<file path="src/peak_monitor_regs.svh">
// Register offsets, field positions, reset values and counts for the peak signal monitor
`ifndef PEAK_MONITOR_REGS_SVH
`define PEAK_MONITOR_REGS_SVH
`define MON_CONTROL_ADDR      12'h270
`define MON_LINK_EN_A_ADDR    12'h279
`define MON_LINK_EN_B_ADDR    12'h27A
`define MON_PERIOD_0_ADDR     12'h280
`define MON_PERIOD_1_ADDR     12'h281
`define MON_PERIOD_2_ADDR     12'h282
`define MON_HOLD_LO_ADDR      12'h284
`define MON_HOLD_HI_ADDR      12'h285
`define LINK_CONFIG_A_ADDR    12'h559
`define LINK_CONFIG_B_ADDR    12'h55A
`define LINK_CONFIG_C_ADDR    12'h58F
`define MON_PEAK_EN_BIT       1
`define MON_LINK_EN_B_BIT     1
`define LINK_TAIL_PRBS_BIT    0
`define LINK_CS_LSB           6
`define REG8_RESET            8'h00
`define PERIOD_RESET          24'h000000
`define PRBS_SEED             15'h7FFF
`define FRAME_BITS            5'd25
`define SUBFRAME_BITS         3'd5
`define PEAK_MAX              13'h1FFF
`endif

</file>
<file path="src/peak_monitor_pkg.sv">
// Types for the peak signal monitor
package peak_monitor_pkg;
    typedef struct packed {
        logic        wr;
        logic        rd;
        logic [11:0] addr;
        logic [7:0]  wdata;
    } reg_req_t;

    typedef struct packed {
        logic [7:0]  control;
        logic [7:0]  link_en_a;
        logic [7:0]  link_en_b;
        logic [7:0]  link_cfg_a;
        logic [7:0]  link_cfg_b;
        logic [7:0]  link_cfg_c;
        logic [23:0] period;
        logic        enabled;
        logic [23:0] timer;
        logic [12:0] peak;
        logic [12:0] hold;
        logic [24:0] frame;
        logic [4:0]  frame_cnt;
        logic [14:0] prbs;
        logic [15:0] word;
        logic [7:0]  rdata;
    } mon_state_t;
endpackage

</file>
<file path="src/peak_signal_monitor.sv">
// Peak signal monitor with register access and sample-embedded result serializer
// Notes on behaviour
// [RULE1] One global 24-bit period times measurements
// [RULE2] Track magnitude only; report 13-bit peak
// [RULE3] Period counts converter output samples
// [RULE4] Control register bit 1 starts detection
// [RULE5] Software writes period before enabling
// [RULE6] Enable loads timer; decrement every cycle
// [RULE7] Keep larger of sample and stored peak
// [RULE8] Period start seeds peak with current sample
// [RULE9] At count 1 copy peak to holding
// [RULE10] Then reload timer and reseed peak
// [RULE11] Embed only when link enable bits set
// [RULE12] Up to three control bits, MSB first; code embeds only the monitor bit at word bit 1, bit 0 zero when cs_num >= 2
// [RULE13] Software programs link config registers
// [RULE14] 25-bit frame, five 5-bit subframes, MSB first
// [RULE15] Receiver deserializes and checks start bits
// [RULE16] Sample bits 13..6, then 5..0 plus tails
// [RULE17] Tails are zeros or pseudorandom
// [RULE18] Control bits sit below sample LSB
// [RULE19] One frame bit per sample, whole frames
// [RULE20] Holding keeps value; zero after reset
`timescale 1ns/1ns
`include "peak_monitor_regs.svh"
module peak_signal_monitor #(
    parameter int SAMPLE_W = 14
) (
    // Clock and reset
    input  wire logic                          sys_clk,
    input  wire logic                          rst,
    // Register access
    input  wire peak_monitor_pkg::reg_req_t    reg_req,
    output logic [7:0]                         reg_rdata,
    // Decimated sample stream
    input  wire logic [SAMPLE_W-1:0]           sample_in,
    // Link sample word and held peak
    output logic [15:0]                        link_word,
    output logic [12:0]                        peak_hold
);
    peak_monitor_pkg::mon_state_t st_ff;
    peak_monitor_pkg::mon_state_t nxt_st;

    logic [SAMPLE_W-1:0] abs_val;
    logic [12:0]         mag;
    logic                embed_on;
    logic [1:0]          cs_num;
    logic                mon_bit;
    logic [1:0]          low_bits;
    logic [1:0]          tail_bits;
    logic                prbs_fb;

    always_comb begin
        abs_val = sample_in[SAMPLE_W-1] ? (~sample_in + 1'b1) : sample_in;
        if (abs_val[SAMPLE_W-1] || (abs_val[SAMPLE_W-2:0] > SAMPLE_W'(`PEAK_MAX))) begin
            mag = `PEAK_MAX; // RULE2
        end else begin
            mag = abs_val[12:0]; // RULE2
        end
    end

    always_comb begin
        embed_on  = (st_ff.link_en_a[1:0] == 2'b11)
                    && st_ff.link_en_b[`MON_LINK_EN_B_BIT]; // RULE11
        cs_num    = st_ff.link_cfg_c[`LINK_CS_LSB +: 2];
        mon_bit   = embed_on && (st_ff.frame_cnt != 5'd0) && st_ff.frame[24]; // RULE14
        prbs_fb   = st_ff.prbs[14] ^ st_ff.prbs[13];
        tail_bits = st_ff.link_cfg_a[`LINK_TAIL_PRBS_BIT] ? st_ff.prbs[1:0] : 2'b00; // RULE17
        if (embed_on && (cs_num != 2'd0)) begin
            low_bits = (cs_num == 2'd1) ? {mon_bit, tail_bits[0]} : {mon_bit, 1'b0}; // RULE12 RULE18
        end else begin
            low_bits = tail_bits; // RULE17
        end
    end

    always_comb begin
        nxt_st = st_ff;
        // Register writes
        if (reg_req.wr) begin
            if (reg_req.addr == `MON_CONTROL_ADDR) begin
                nxt_st.control = reg_req.wdata;
            end else if (reg_req.addr == `MON_LINK_EN_A_ADDR) begin
                nxt_st.link_en_a = reg_req.wdata;
            end else if (reg_req.addr == `MON_LINK_EN_B_ADDR) begin
                nxt_st.link_en_b = reg_req.wdata;
            end else if (reg_req.addr == `MON_PERIOD_0_ADDR) begin
                nxt_st.period[7:0] = reg_req.wdata; // RULE1
            end else if (reg_req.addr == `MON_PERIOD_1_ADDR) begin
                nxt_st.period[15:8] = reg_req.wdata;
            end else if (reg_req.addr == `MON_PERIOD_2_ADDR) begin
                nxt_st.period[23:16] = reg_req.wdata;
            end else if (reg_req.addr == `LINK_CONFIG_A_ADDR) begin
                nxt_st.link_cfg_a = reg_req.wdata;
            end else if (reg_req.addr == `LINK_CONFIG_B_ADDR) begin
                nxt_st.link_cfg_b = reg_req.wdata;
            end else if (reg_req.addr == `LINK_CONFIG_C_ADDR) begin
                nxt_st.link_cfg_c = reg_req.wdata;
            end
        end
        // Register reads
        if (reg_req.rd) begin
            if (reg_req.addr == `MON_CONTROL_ADDR) begin
                nxt_st.rdata = st_ff.control;
            end else if (reg_req.addr == `MON_LINK_EN_A_ADDR) begin
                nxt_st.rdata = st_ff.link_en_a;
            end else if (reg_req.addr == `MON_LINK_EN_B_ADDR) begin
                nxt_st.rdata = st_ff.link_en_b;
            end else if (reg_req.addr == `MON_PERIOD_0_ADDR) begin
                nxt_st.rdata = st_ff.period[7:0];
            end else if (reg_req.addr == `MON_PERIOD_1_ADDR) begin
                nxt_st.rdata = st_ff.period[15:8];
            end else if (reg_req.addr == `MON_PERIOD_2_ADDR) begin
                nxt_st.rdata = st_ff.period[23:16];
            end else if (reg_req.addr == `MON_HOLD_LO_ADDR) begin
                nxt_st.rdata = st_ff.hold[7:0]; // RULE9
            end else if (reg_req.addr == `MON_HOLD_HI_ADDR) begin
                nxt_st.rdata = {3'b000, st_ff.hold[12:8]};
            end else if (reg_req.addr == `LINK_CONFIG_A_ADDR) begin
                nxt_st.rdata = st_ff.link_cfg_a;
            end else if (reg_req.addr == `LINK_CONFIG_B_ADDR) begin
                nxt_st.rdata = st_ff.link_cfg_b;
            end else if (reg_req.addr == `LINK_CONFIG_C_ADDR) begin
                nxt_st.rdata = st_ff.link_cfg_c;
            end else begin
                nxt_st.rdata = 8'h00;
            end
        end
        // Peak detector
        nxt_st.enabled = st_ff.control[`MON_PEAK_EN_BIT]; // RULE4
        if (!st_ff.control[`MON_PEAK_EN_BIT]) begin
            nxt_st.timer = 24'h000000;
        end else if (!st_ff.enabled) begin
            nxt_st.timer = st_ff.period; // RULE5 RULE6
            nxt_st.peak  = mag; // RULE8
        end else if (st_ff.timer <= 24'h000001) begin
            nxt_st.hold  = (mag > st_ff.peak) ? mag : st_ff.peak; // RULE9 RULE20
            nxt_st.timer = st_ff.period; // RULE10
            nxt_st.peak  = 13'h0000; // RULE10
        end else begin
            nxt_st.timer = st_ff.timer - 24'h000001; // RULE3 RULE6
            if (st_ff.timer == st_ff.period) begin
                nxt_st.peak = (st_ff.peak == 13'h0000) ? mag
                            : ((mag > st_ff.peak) ? mag : st_ff.peak); // RULE8 RULE7
            end else begin
                nxt_st.peak = (mag > st_ff.peak) ? mag : st_ff.peak; // RULE7
            end
        end
        if (st_ff.enabled && st_ff.timer <= 24'h000001 && st_ff.control[`MON_PEAK_EN_BIT]) begin
            nxt_st.peak = mag; // RULE10
        end
        // Frame serializer
        if (embed_on && (cs_num != 2'd0)) begin
            if (st_ff.frame_cnt <= 5'd1) begin
                nxt_st.frame     = {1'b1, 4'h0, 1'b1, 3'b000, st_ff.hold[12],
                                    1'b1, st_ff.hold[11:8], 1'b1, st_ff.hold[7:4],
                                    1'b1, st_ff.hold[3:0]}; // RULE14 RULE19
                nxt_st.frame_cnt = `FRAME_BITS;
            end else begin
                nxt_st.frame     = {st_ff.frame[23:0], 1'b0}; // RULE19
                nxt_st.frame_cnt = st_ff.frame_cnt - 5'd1;
            end
        end else begin
            nxt_st.frame_cnt = 5'd0;
        end
        nxt_st.prbs = {st_ff.prbs[13:0], prbs_fb};
        nxt_st.word = {sample_in, low_bits}; // RULE16 RULE18
    end

    always_ff @(posedge sys_clk or posedge rst) begin
        if (rst) begin
            st_ff <= '{control: `REG8_RESET, link_en_a: `REG8_RESET, link_en_b: `REG8_RESET,
                       link_cfg_a: `REG8_RESET, link_cfg_b: `REG8_RESET,
                       link_cfg_c: `REG8_RESET, period: `PERIOD_RESET, enabled: 1'b0,
                       timer: 24'h000000, peak: 13'h0000, hold: 13'h0000,
                       frame: 25'h0000000, frame_cnt: 5'd0, prbs: `PRBS_SEED,
                       word: 16'h0000, rdata: 8'h00};
        end else begin
            st_ff <= nxt_st;
        end
    end

    assign reg_rdata = st_ff.rdata;
    assign link_word = st_ff.word;
    assign peak_hold = st_ff.hold;
endmodule

</file>
<file path="config.mk">
export PLATFORM = sky130hd
export DESIGN_NAME = peak_signal_monitor
export DESIGN_NICKNAME = d
export VERILOG_FILES = /design/src/peak_monitor_pkg.sv /design/src/peak_signal_monitor.sv
export VERILOG_INCLUDE_DIRS = /design/src /design/src/src
export SDC_FILE = /design/constraint.sdc
export NUM_CORES = 1
export LEC_CHECK = 0
export BUFFER_PORTS_ARGS = -buffer_cell sky130_fd_sc_hd__buf_2
export CORE_ASPECT_RATIO = 0.9
export CORE_MARGIN = 4
export CORE_UTILIZATION = 57
export DETAILED_ROUTE_END_ITERATION = 7
export PLACE_DENSITY = 0.77
export RECOVER_POWER = 50
export SYNTH_ARGS = -nofsm -noshare
export SYNTH_HDL_FRONTEND = slang
export SYNTH_SLANG_ARGS = --single-unit
</file>
<file path="constraint.sdc">
create_clock -name sys_clk -period 15.2 [get_ports sys_clk]
set_input_delay 1.52 -clock sys_clk [delete_from_list [all_inputs] [get_ports sys_clk]]
set_output_delay 1.52 -clock sys_clk [all_outputs]
set_load 0.05 [all_outputs]
</file>
; ---- Word level (Yosys, flattened, before mapping)
; Index checks and enable logic that the tools add are counted.
[op_classes]
n_addsub = 3
mul = 0
div_mod_pow = 0
magnitude_cmp = 3
n_eq_ne = 14
shifts = 0
n_mux = 28
bitwise_logic = 10
n_reduce_logical = 20
[op_table]
columns = operator, count
row1 = equality test 12 x 10 -> 1 bit (second input constant), 8
row2 = two-way mux 13 bit, 7
row3 = two-way mux 8 bit, 11
row4 = two-way mux 37 bit, 2
row5 = equality test 12 x 11 -> 1 bit (second input constant), 3
row6 = two-way mux 30 bit, 1
row7 = two-way mux 26 bit, 1
row8 = equality test 24 bit, 1
row9 = less-or-equal comparator 24 x 1 -> 1 bit (second input constant), 1
row10 = two-way mux 24 bit, 1
row11 = subtractor 24 x 1 -> 24 bit (second input constant), 1
row12 = adder 14 x 1 -> 14 bit (second input constant), 1
row13 = two-way mux 14 bit, 1
row14 = NOT 14 bit, 1
row15 = greater-than comparator 13 bit, 1
row16 = zero test 13 bit, 1
row17 = AND reduction 10 bit, 1
row18 = AND reduction 9 bit, 1
row19 = NOT 1 bit, 8
row20 = AND reduction 8 bit, 1
row21 = AND reduction 7 bit, 1
row22 = logical AND 1 bit, 6
row23 = AND reduction 3 bit, 2
row24 = AND reduction 6 bit, 1
row25 = 13 further kinds, 15
[word_totals]
ff_bits = 192
latchBits = 0
ram_bits = 0
romBits = 0
output_inout_bits = 37
n_memories = 0

; ---- Longest topological paths before layout
; Gate-level depths: netlist of run 1.
[depth]
word_depth = 12
depth_mapped = 14
ltp_nobuf = 12

; ---- Least setup slack after synthesis of run 1
; Ideal clock, no wire load.
[synth_timing]
path_type = input to register
start = in sample_in[5]
end = reg st_ff[83] (netlist name)
setup_time_ps = 128
t_arrival_ps = 4566
required_time_ps = 15072
path_slack_ps = 10506
cell_stages = 13
path_cell_list = nor4_1 and2_1 clkbuf_1 nand3_1 o211ai_1 ha_1 nor2b_1 o21bai_1 a31oi_1 o41a_1 a31o_4 buf_6 mux2_1
[synth_between]
elab_chain_len = 12
[synth_rtl]
columns = item, line
row1 = "start, declared", peak_signal_monitor.sv:35  ; input wire logic [SAMPLE_W-1:0] sample_in,
row2 = NOT 14 bit, peak_signal_monitor.sv:53  ; abs_val = sample_in[SAMPLE_W-1] ? (~sample_in + 1'b1) : sample_in;
row3 = adder 14 x 1 -> 14 bit, peak_signal_monitor.sv:53
row4 = two-way mux 14 bit (*), peak_signal_monitor.sv:53
row5 = two-way mux 13 bit (*), peak_signal_monitor.sv:54  ; if (abs_val[SAMPLE_W-1] || (abs_val[SAMPLE_W-2:0] > SAMPLE_W'(`PEAK_MAX))) begin
row6 = greater-than comparator 13 bit, "peak_signal_monitor.sv:142, peak_signal_monitor.sv:144"
row7 = two-way mux 13 bit, "peak_signal_monitor.sv:142, peak_signal_monitor.sv:144"
row8 = two-way mux 13 bit, peak_signal_monitor.sv:141  ; nxt_st.peak = (st_ff.peak == 13'h0000) ? mag
row9 = two-way mux 13 bit, peak_signal_monitor.sv:140  ; if (st_ff.timer == st_ff.period) begin
row10 = two-way mux 37 bit, peak_signal_monitor.sv:134  ; end else if (st_ff.timer <= 24'h000001) begin
row11 = two-way mux 37 bit, peak_signal_monitor.sv:131  ; end else if (!st_ff.enabled) begin
row12 = two-way mux 26 bit, peak_signal_monitor.sv:129  ; if (!st_ff.control[`MON_PEAK_EN_BIT]) begin
row13 = two-way mux 13 bit (*), peak_signal_monitor.sv:147  ; if (st_ff.enabled && st_ff.timer <= 24'h000001 && st_ff.control[`MON_PEAK_EN_BIT]) begin
row14 = "end signal, assigned", peak_signal_monitor.sv:170  ; st_ff <= '{control: `REG8_RESET, link_en_a: `REG8_RESET, link_en_b: `REG8_RESET,
row15 = "end signal, assigned", peak_signal_monitor.sv:177  ; st_ff <= nxt_st;
row16 = "end, declared", peak_signal_monitor.sv:40  ; peak_monitor_pkg::mon_state_t st_ff;
; Mark *: on every way between the ends. The rest lies on a longest branch, timed or not. The select of a mux whose other input is x is not followed.
; A chain may end at the register's enable or synchronous reset.

==> results of run 1 <==
## worst max-delay path: cells and delay by family
family                 cells  cell delay [ps]
buffers and inverters      3             4180
## state kept, by name, summed over array words and instances, names as in the netlist
name / cells
peak_hold: 13
st_ff: 138
reg_rdata: 8
nxt_st: 15
cs_num: 2
link_word: 16
## cell type report
type | instances | area share [%]
multi-input combinational | 635 | 42.4
sequential | 192 | 45.1
clock buffer | 18 | 4.01
inverter | 29 | 1.03
clock inverter | 14 | 1.16
tap | 235 | 2.75
timing repair buffer | 81 | 3.53
## synth_stat cells, types with 25 or more instances
| library cell | count | area [sq um] |
|---|---|---|
| mux2_2 | 75 | 845 |
| xnor2_1 | 29 | 254 |
| nor3_1 | 25 | 125 |
| o21ai_0 | 48 | 240 |
| inv_1 | 28 | 105 |
| a21oi_1 | 54 | 270 |
| nand2_1 | 51 | 191 |
| dfrtp_1 | 177 | 4430 |
| nor2_1 | 62 | 233 |
| xor2_1 | 25 | 219 |
| buf_4 | 37 | 278 |
| clkbuf_1 | 37 | 139 |
## through the flow
step                hold WS (ps)  util (%)  worst slack (ps)
global placement             346      60.0              9930
global route                 358      62.9              8910
detailed placement           347      60.0              9840
finish                       357      62.9              9900
floorplan                    345         -              8480
CTS                          357      63.3             10290
## layout by cell type, fill, tap and decap left out, drive strengths merged, types with 12 or more instances in the layout
master / instances
nand2: 51
a211oi: 18
nand4: 12
mux2: 85
xnor2: 29
clkbuf: 52
a21oi: 54
xor2: 25
mux2i: 21
nor3: 26
nor2: 62
dfstp: 15
buf: 47
nor4: 16
dfrtp: 177
o21ai: 49
inv: 36
ha: 18
nand3: 21
## cell families after synthesis
group	Yosys count	synth area share, %
simple gates	235	12.0
mux	106	11.8
fa+ha+maj	18	2.27
flops	192	48.6
compound gates	222	14.9
xor+xnor	54	4.77
buf+inv	111	5.74
## power by group
group / total, mW / switching [mW] / leakage, nW / internal (mW)
Combinational: 0.111 / 0.0760 / 2.11 / 0.0346
Clock: 0.428 / 0.212 / 0.277 / 0.216
Sequential: 0.527 / 0.00786 / 2.52 / 0.520
Total: 1.07 / 0.296 / 4.90 / 0.770
## metal layers
metal,GRT usage (%),wire (microns),up-vias,part of all wire (%)
met3,5.92,1530,20,6.6
li1,-,-,3406,-
met4,4.87,222,0,0.96
met2,36.0,10600,262,46
met5,0,0,-,0
met1,35.7,10700,3657,46
## worst max-delay path by stage
stage / from / end / slack (ps) / depth (start not counted)
after floorplan: rst / cs_num[0] / 8480 / 1
after global routing: rst / link_word[12] / 8910 / 3
after global placement: sample_in[5] / peak_hold[10] / 9930 / 12
final: rst / link_word[12] / 9900 / 3
after CTS: sample_in[3] / peak_hold[10] / 10290 / 11
after detailed placement: sample_in[3] / peak_hold[10] / 9840 / 11
==> impl_metrics.yaml, run 1 <==
outcome:
  status: "finished with violations"
  violations: "max-capacitance violations, max-slew violations"
pwr:
  powerDensity_nw_per_um2: 99.7
  ir_drop_uv: 79.5
  power_mw: 1.07
  leakagePower_nw: 4.90
timing:
  drv_slew: 150
  tightest_slew_ps: 5580
  max_clock_freq_ghz: 0.189
  fin_skew_ps: 9.81
  fin_crit_sh_pct: 34.9
  finalSetupViolCount: 0
  fin_crit_ps: 5300
  slew_headroom_pct: -274
  rsz0062_at_grt: "no"
  finalHoldViolCount: 0
  fin_tns_setup_ps: 0
global_routing:
  grt_pass1_vias: 7038
  grt_start_max_net_pins: 131
  grt_usage_pct: 23.9
  grt_pass1_wl_microns: 37500
  grt_overflow: 0
  antenna_found_initial: 0
floorplanning:
  die_w_microns: 147
  ios: 75
  core_sq_um: 17000
  start_util_pct: 58.4
  fp.dieH_microns: 133
  rows: 45
  die_area_sq_um: 19600
hold_path:
  hp-start: "nxt_st[28]"
  worstHoldPathType: "reg -> reg"
  hold_path_depth: 0
  hold_end: "nxt_st[29]"
setup_path:
  arrival_ps: 5770
  required_ps: 15680
  r2r_end: "st_ff[68]"
  critPathKind: "in -> async"
  cp-start-kind: "input port"
  r2r_start: "st_ff[40]"
  slowest_delay_ps: 3080
  endpoint_kind: "async pin"
  cp_max_fo: 130
  r2r_slack_ps: 11410
  ff2ff_path_depth: 5
  path_cells: "buf_2 > clkinvlp_2 > buf_4"
  slowest_stage: "clkinvlp_2"
cts:
  cts_made_buffers: 17
  cts_tree: "done"
  clk_pin_slew_worst_paths_ps: 70
  cts.path.max_buffers: 2
  insertion_delay_ps: 440
  clock_sinks: 192
  post-cts-setup-buffers: 0
  root_buffer: "clkbuf_16"
  cts_hold_buf: 0
  cts_resized: 0
  htree_num_levels: 4
run:
  max_cap_viol_count: 2
synthesis:
  async_flop_share_pct: 100
  syn_area_per_cell_sq_um: 10.6
  ys_seq_elements: 192
  synth_ff_type: "dfrtp_1"
  synth_area_sq_um: 9920
  synth_cell_types: 69
  synth_edf_count: 0
  yosysSeqAreaShare_pct: 48.6
  syn_nets: 994
  yosysWarnings: 0
  synth_cells: 938
routing:
  first_pass_iters: 5
  wl_per_cell_microns: 19.2
  vias_per_cell: 6.10
  drc: 0
  ant_nets: 0
  drt_iter0_drc: 605
  vias: 7345
  drt_wl_total_microns: 23100
placed_design:
  dp.cells: 1172
  place_area_sq_um: 10200
  hpwl_microns: 15600
  gp_congestion: 0.880
  portBuffers: 74
final_layout:
  multi_input_area_sq_um: 4540
  syn_to_final_growth_pct: 7.79
  final_area_sq_um: 10700
  layout.nets: 1012
  register_area_sq_um: 4820
  antenna_cells: 0
  fin_cells: 1204
  num-fill-cells: 1357
  drive_above_1_share_pct: 18.3
(Power assumes the default switching activity.)
==> inputs of run 2 (changes only) <==
CORE_UTILIZATION = 55   (was 57)
PLACE_DENSITY = 0.78   (was 0.77)
clock period = 4.6 ns   (was 15.2 ns; I/O delays follow)
==> impl_metrics.yaml, run 2 (same netlist as run 1, synthesis figures left out) <==
cts:
  cts_made_buffers: 17
  cts.path.max_buffers: 2
  cts_resized: 0
  insertion_delay_ps: 440
  clk_pin_slew_worst_paths_ps: 80
  cts_hold_buf: 0
  root_buffer: "clkbuf_16"
  htree_num_levels: 4
  post-cts-setup-buffers: 0
  cts_tree: "done"
  clock_sinks: 192
global_routing:
  grt_pass1_wl_microns: 37400
  grt_overflow: 0
  grt_pass1_vias: 7059
  grt_start_max_net_pins: 193
  antenna_found_initial: 0
  grt_usage_pct: 23.2
timing:
  fin_skew_ps: 16.1
  tightest_slew_ps: 2570
  drv_slew: 193
  hold_ws_ps: 183
  fin_crit_ps: 3740
  max_clock_freq_ghz: 0.267
  slew_headroom_pct: -71.1
  finalHoldViolCount: 0
  fin_tns_setup_ps: 0
  rsz0062_at_grt: "no"
  fin_crit_sh_pct: 81.4
  finalSetupViolCount: 0
final_layout:
  syn_to_final_growth_pct: 8.80
  register_area_sq_um: 4820
  final_area_sq_um: 10800
  num-fill-cells: 1444
  antenna_cells: 0
  mostFrequentLayoutCells: "dfrtp_1 (177), mux2_2 (75), nor2_1 (62), buf_2 (59), a21oi_1 (54)"
  multi_input_area_sq_um: 4550
  top_register: "st_ff"
  largest_reg_flops: 138
  drive_above_1_share_pct: 21.1
  layout.nets: 1017
  final_common_cell: "dfrtp_1"
  final_util_pct: 61.1
floorplanning:
  ios: 75
  die_w_microns: 150
  fp.dieH_microns: 135
  start_util_pct: 56.2
  die_area_sq_um: 20300
  rows: 46
  core_sq_um: 17700
routing:
  wl_met1_microns: 10600
  wl_per_cell_microns: 19.1
  drc: 0
  highest_layer: "met4"
  met3_length_microns: 1390
  vias_per_cell: 6.09
  vias: 7389
  wl_met2_microns: 10800
  drt_wl_total_microns: 23200
  first_pass_iters: 5
  ant_nets: 0
  drt_iter0_drc: 730
pwr:
  seqPwrFrac_pct: 48.9
  switching_power_uw: 1000
  p_sw_share_pct: 28.1
  leakagePower_nw: 4.99
  powerDensity_nw_per_um2: 330
  p_comb_share_pct: 10.8
  power.internal_mw: 2.56
  power_mw: 3.56
  ir_drop_uv: 263
  p_clk_share_pct: 40.3
hold_path:
  hp-start: "sample_in[11]"
  hold_path_depth: 1
  worstHoldPathType: "in -> reg"
  hold_end: "link_word[13]"
setup_path:
  arrival_ps: 4060
  critPathKind: "in -> reg"
  r2r_end: "st_ff[94]"
  endpoint_kind: "flip-flop"
  cp-start-kind: "input port"
  ff2ff_path_depth: 7
  r2r_start: "st_ff[99]"
  cp_max_fo: 15
  r2r_slack_ps: 1550
  required_ps: 4910
outcome:
  violations: "max-capacitance violations, max-slew violations"
  status: "finished with violations"
placed_design:
  hpwl_microns: 15600
  portBuffers: 74
  gp_congestion: 0.888
  place_area_sq_um: 10300
run:
  max_cap_viol_count: 1
## run 2: changes by cell type in the layout (fill, tap and decap cells not counted), sizes merged
cell      delta
inv          +1
clkinv       -2
clkbuf      -18
clkinvlp     +1
buf         +23
## run 2: area by class of cell
type	instances	area share, %
Timing Repair Buffer	86	4.09
Sequential cell	192	44.7
Tap cell	240	2.78
Clock buffer	18	3.97
Multi-Input combinational cell	635	42.1
Clock inverter	14	1.33
Inverter	29	1.04
## run 2: metal layers
| metal | global-route usage, % | vias to the layer above |
|---|---|---|
| met2 | 35.2 | 248 |
| met5 | 0 | - |
| li1 | - | 3420 |
| met1 | 34.6 | 3687 |
| met3 | 4.62 | 34 |
| met4 | 5.85 | 0 |
## run 2: worst max path at each step
stage          slack [ps]  cells past startpoint   endpoint     startpoint
2_1_floorplan         970                     13  st_ff[83]   sample_in[5]
3_3_place_gp          670                     12  st_ff[86]   sample_in[9]
3_5_place_dp          530                     12  st_ff[91]   sample_in[9]
4_1_cts               940                     12  st_ff[91]   sample_in[9]
6_report              860                     12  st_ff[88]  sample_in[13]
5_1_grt               580                     12  st_ff[91]  sample_in[13]
## run 2: power by group through the flow
stage                     combinational [mW]  sequential [mW]  clock (mW)
final                                  0.386             1.74        1.44
after global placement                 0.369             1.77           0
after floorplan                        0.275             1.77           0
after global routing                   0.420             1.75        1.54
after CTS                              0.387             1.74        1.46
after detailed placement               0.380             1.77           0
## run 2: worst max-delay path, cell delays in order
cell	delay (ps)
clkbuf_1	360
clkinv_1	360
nor2_1	210
nand3_1	270
o211ai_1	270
ha_1	300
nor2b_1	140
o21bai_1	120
a31oi_1	140
o41a_1	670
a31o_4	420
mux2_1	340
## run 2: metrics by stage
| stage | std cells | setup slack [ps] |
|---|---|---|
| after floorplan | 938 | 966 |
| after global placement | 1182 | 671 |
| after detailed placement | 1182 | 531 |
| after CTS | 1214 | 944 |
| after global routing | 1214 | 577 |
| final | 1214 | 856 |
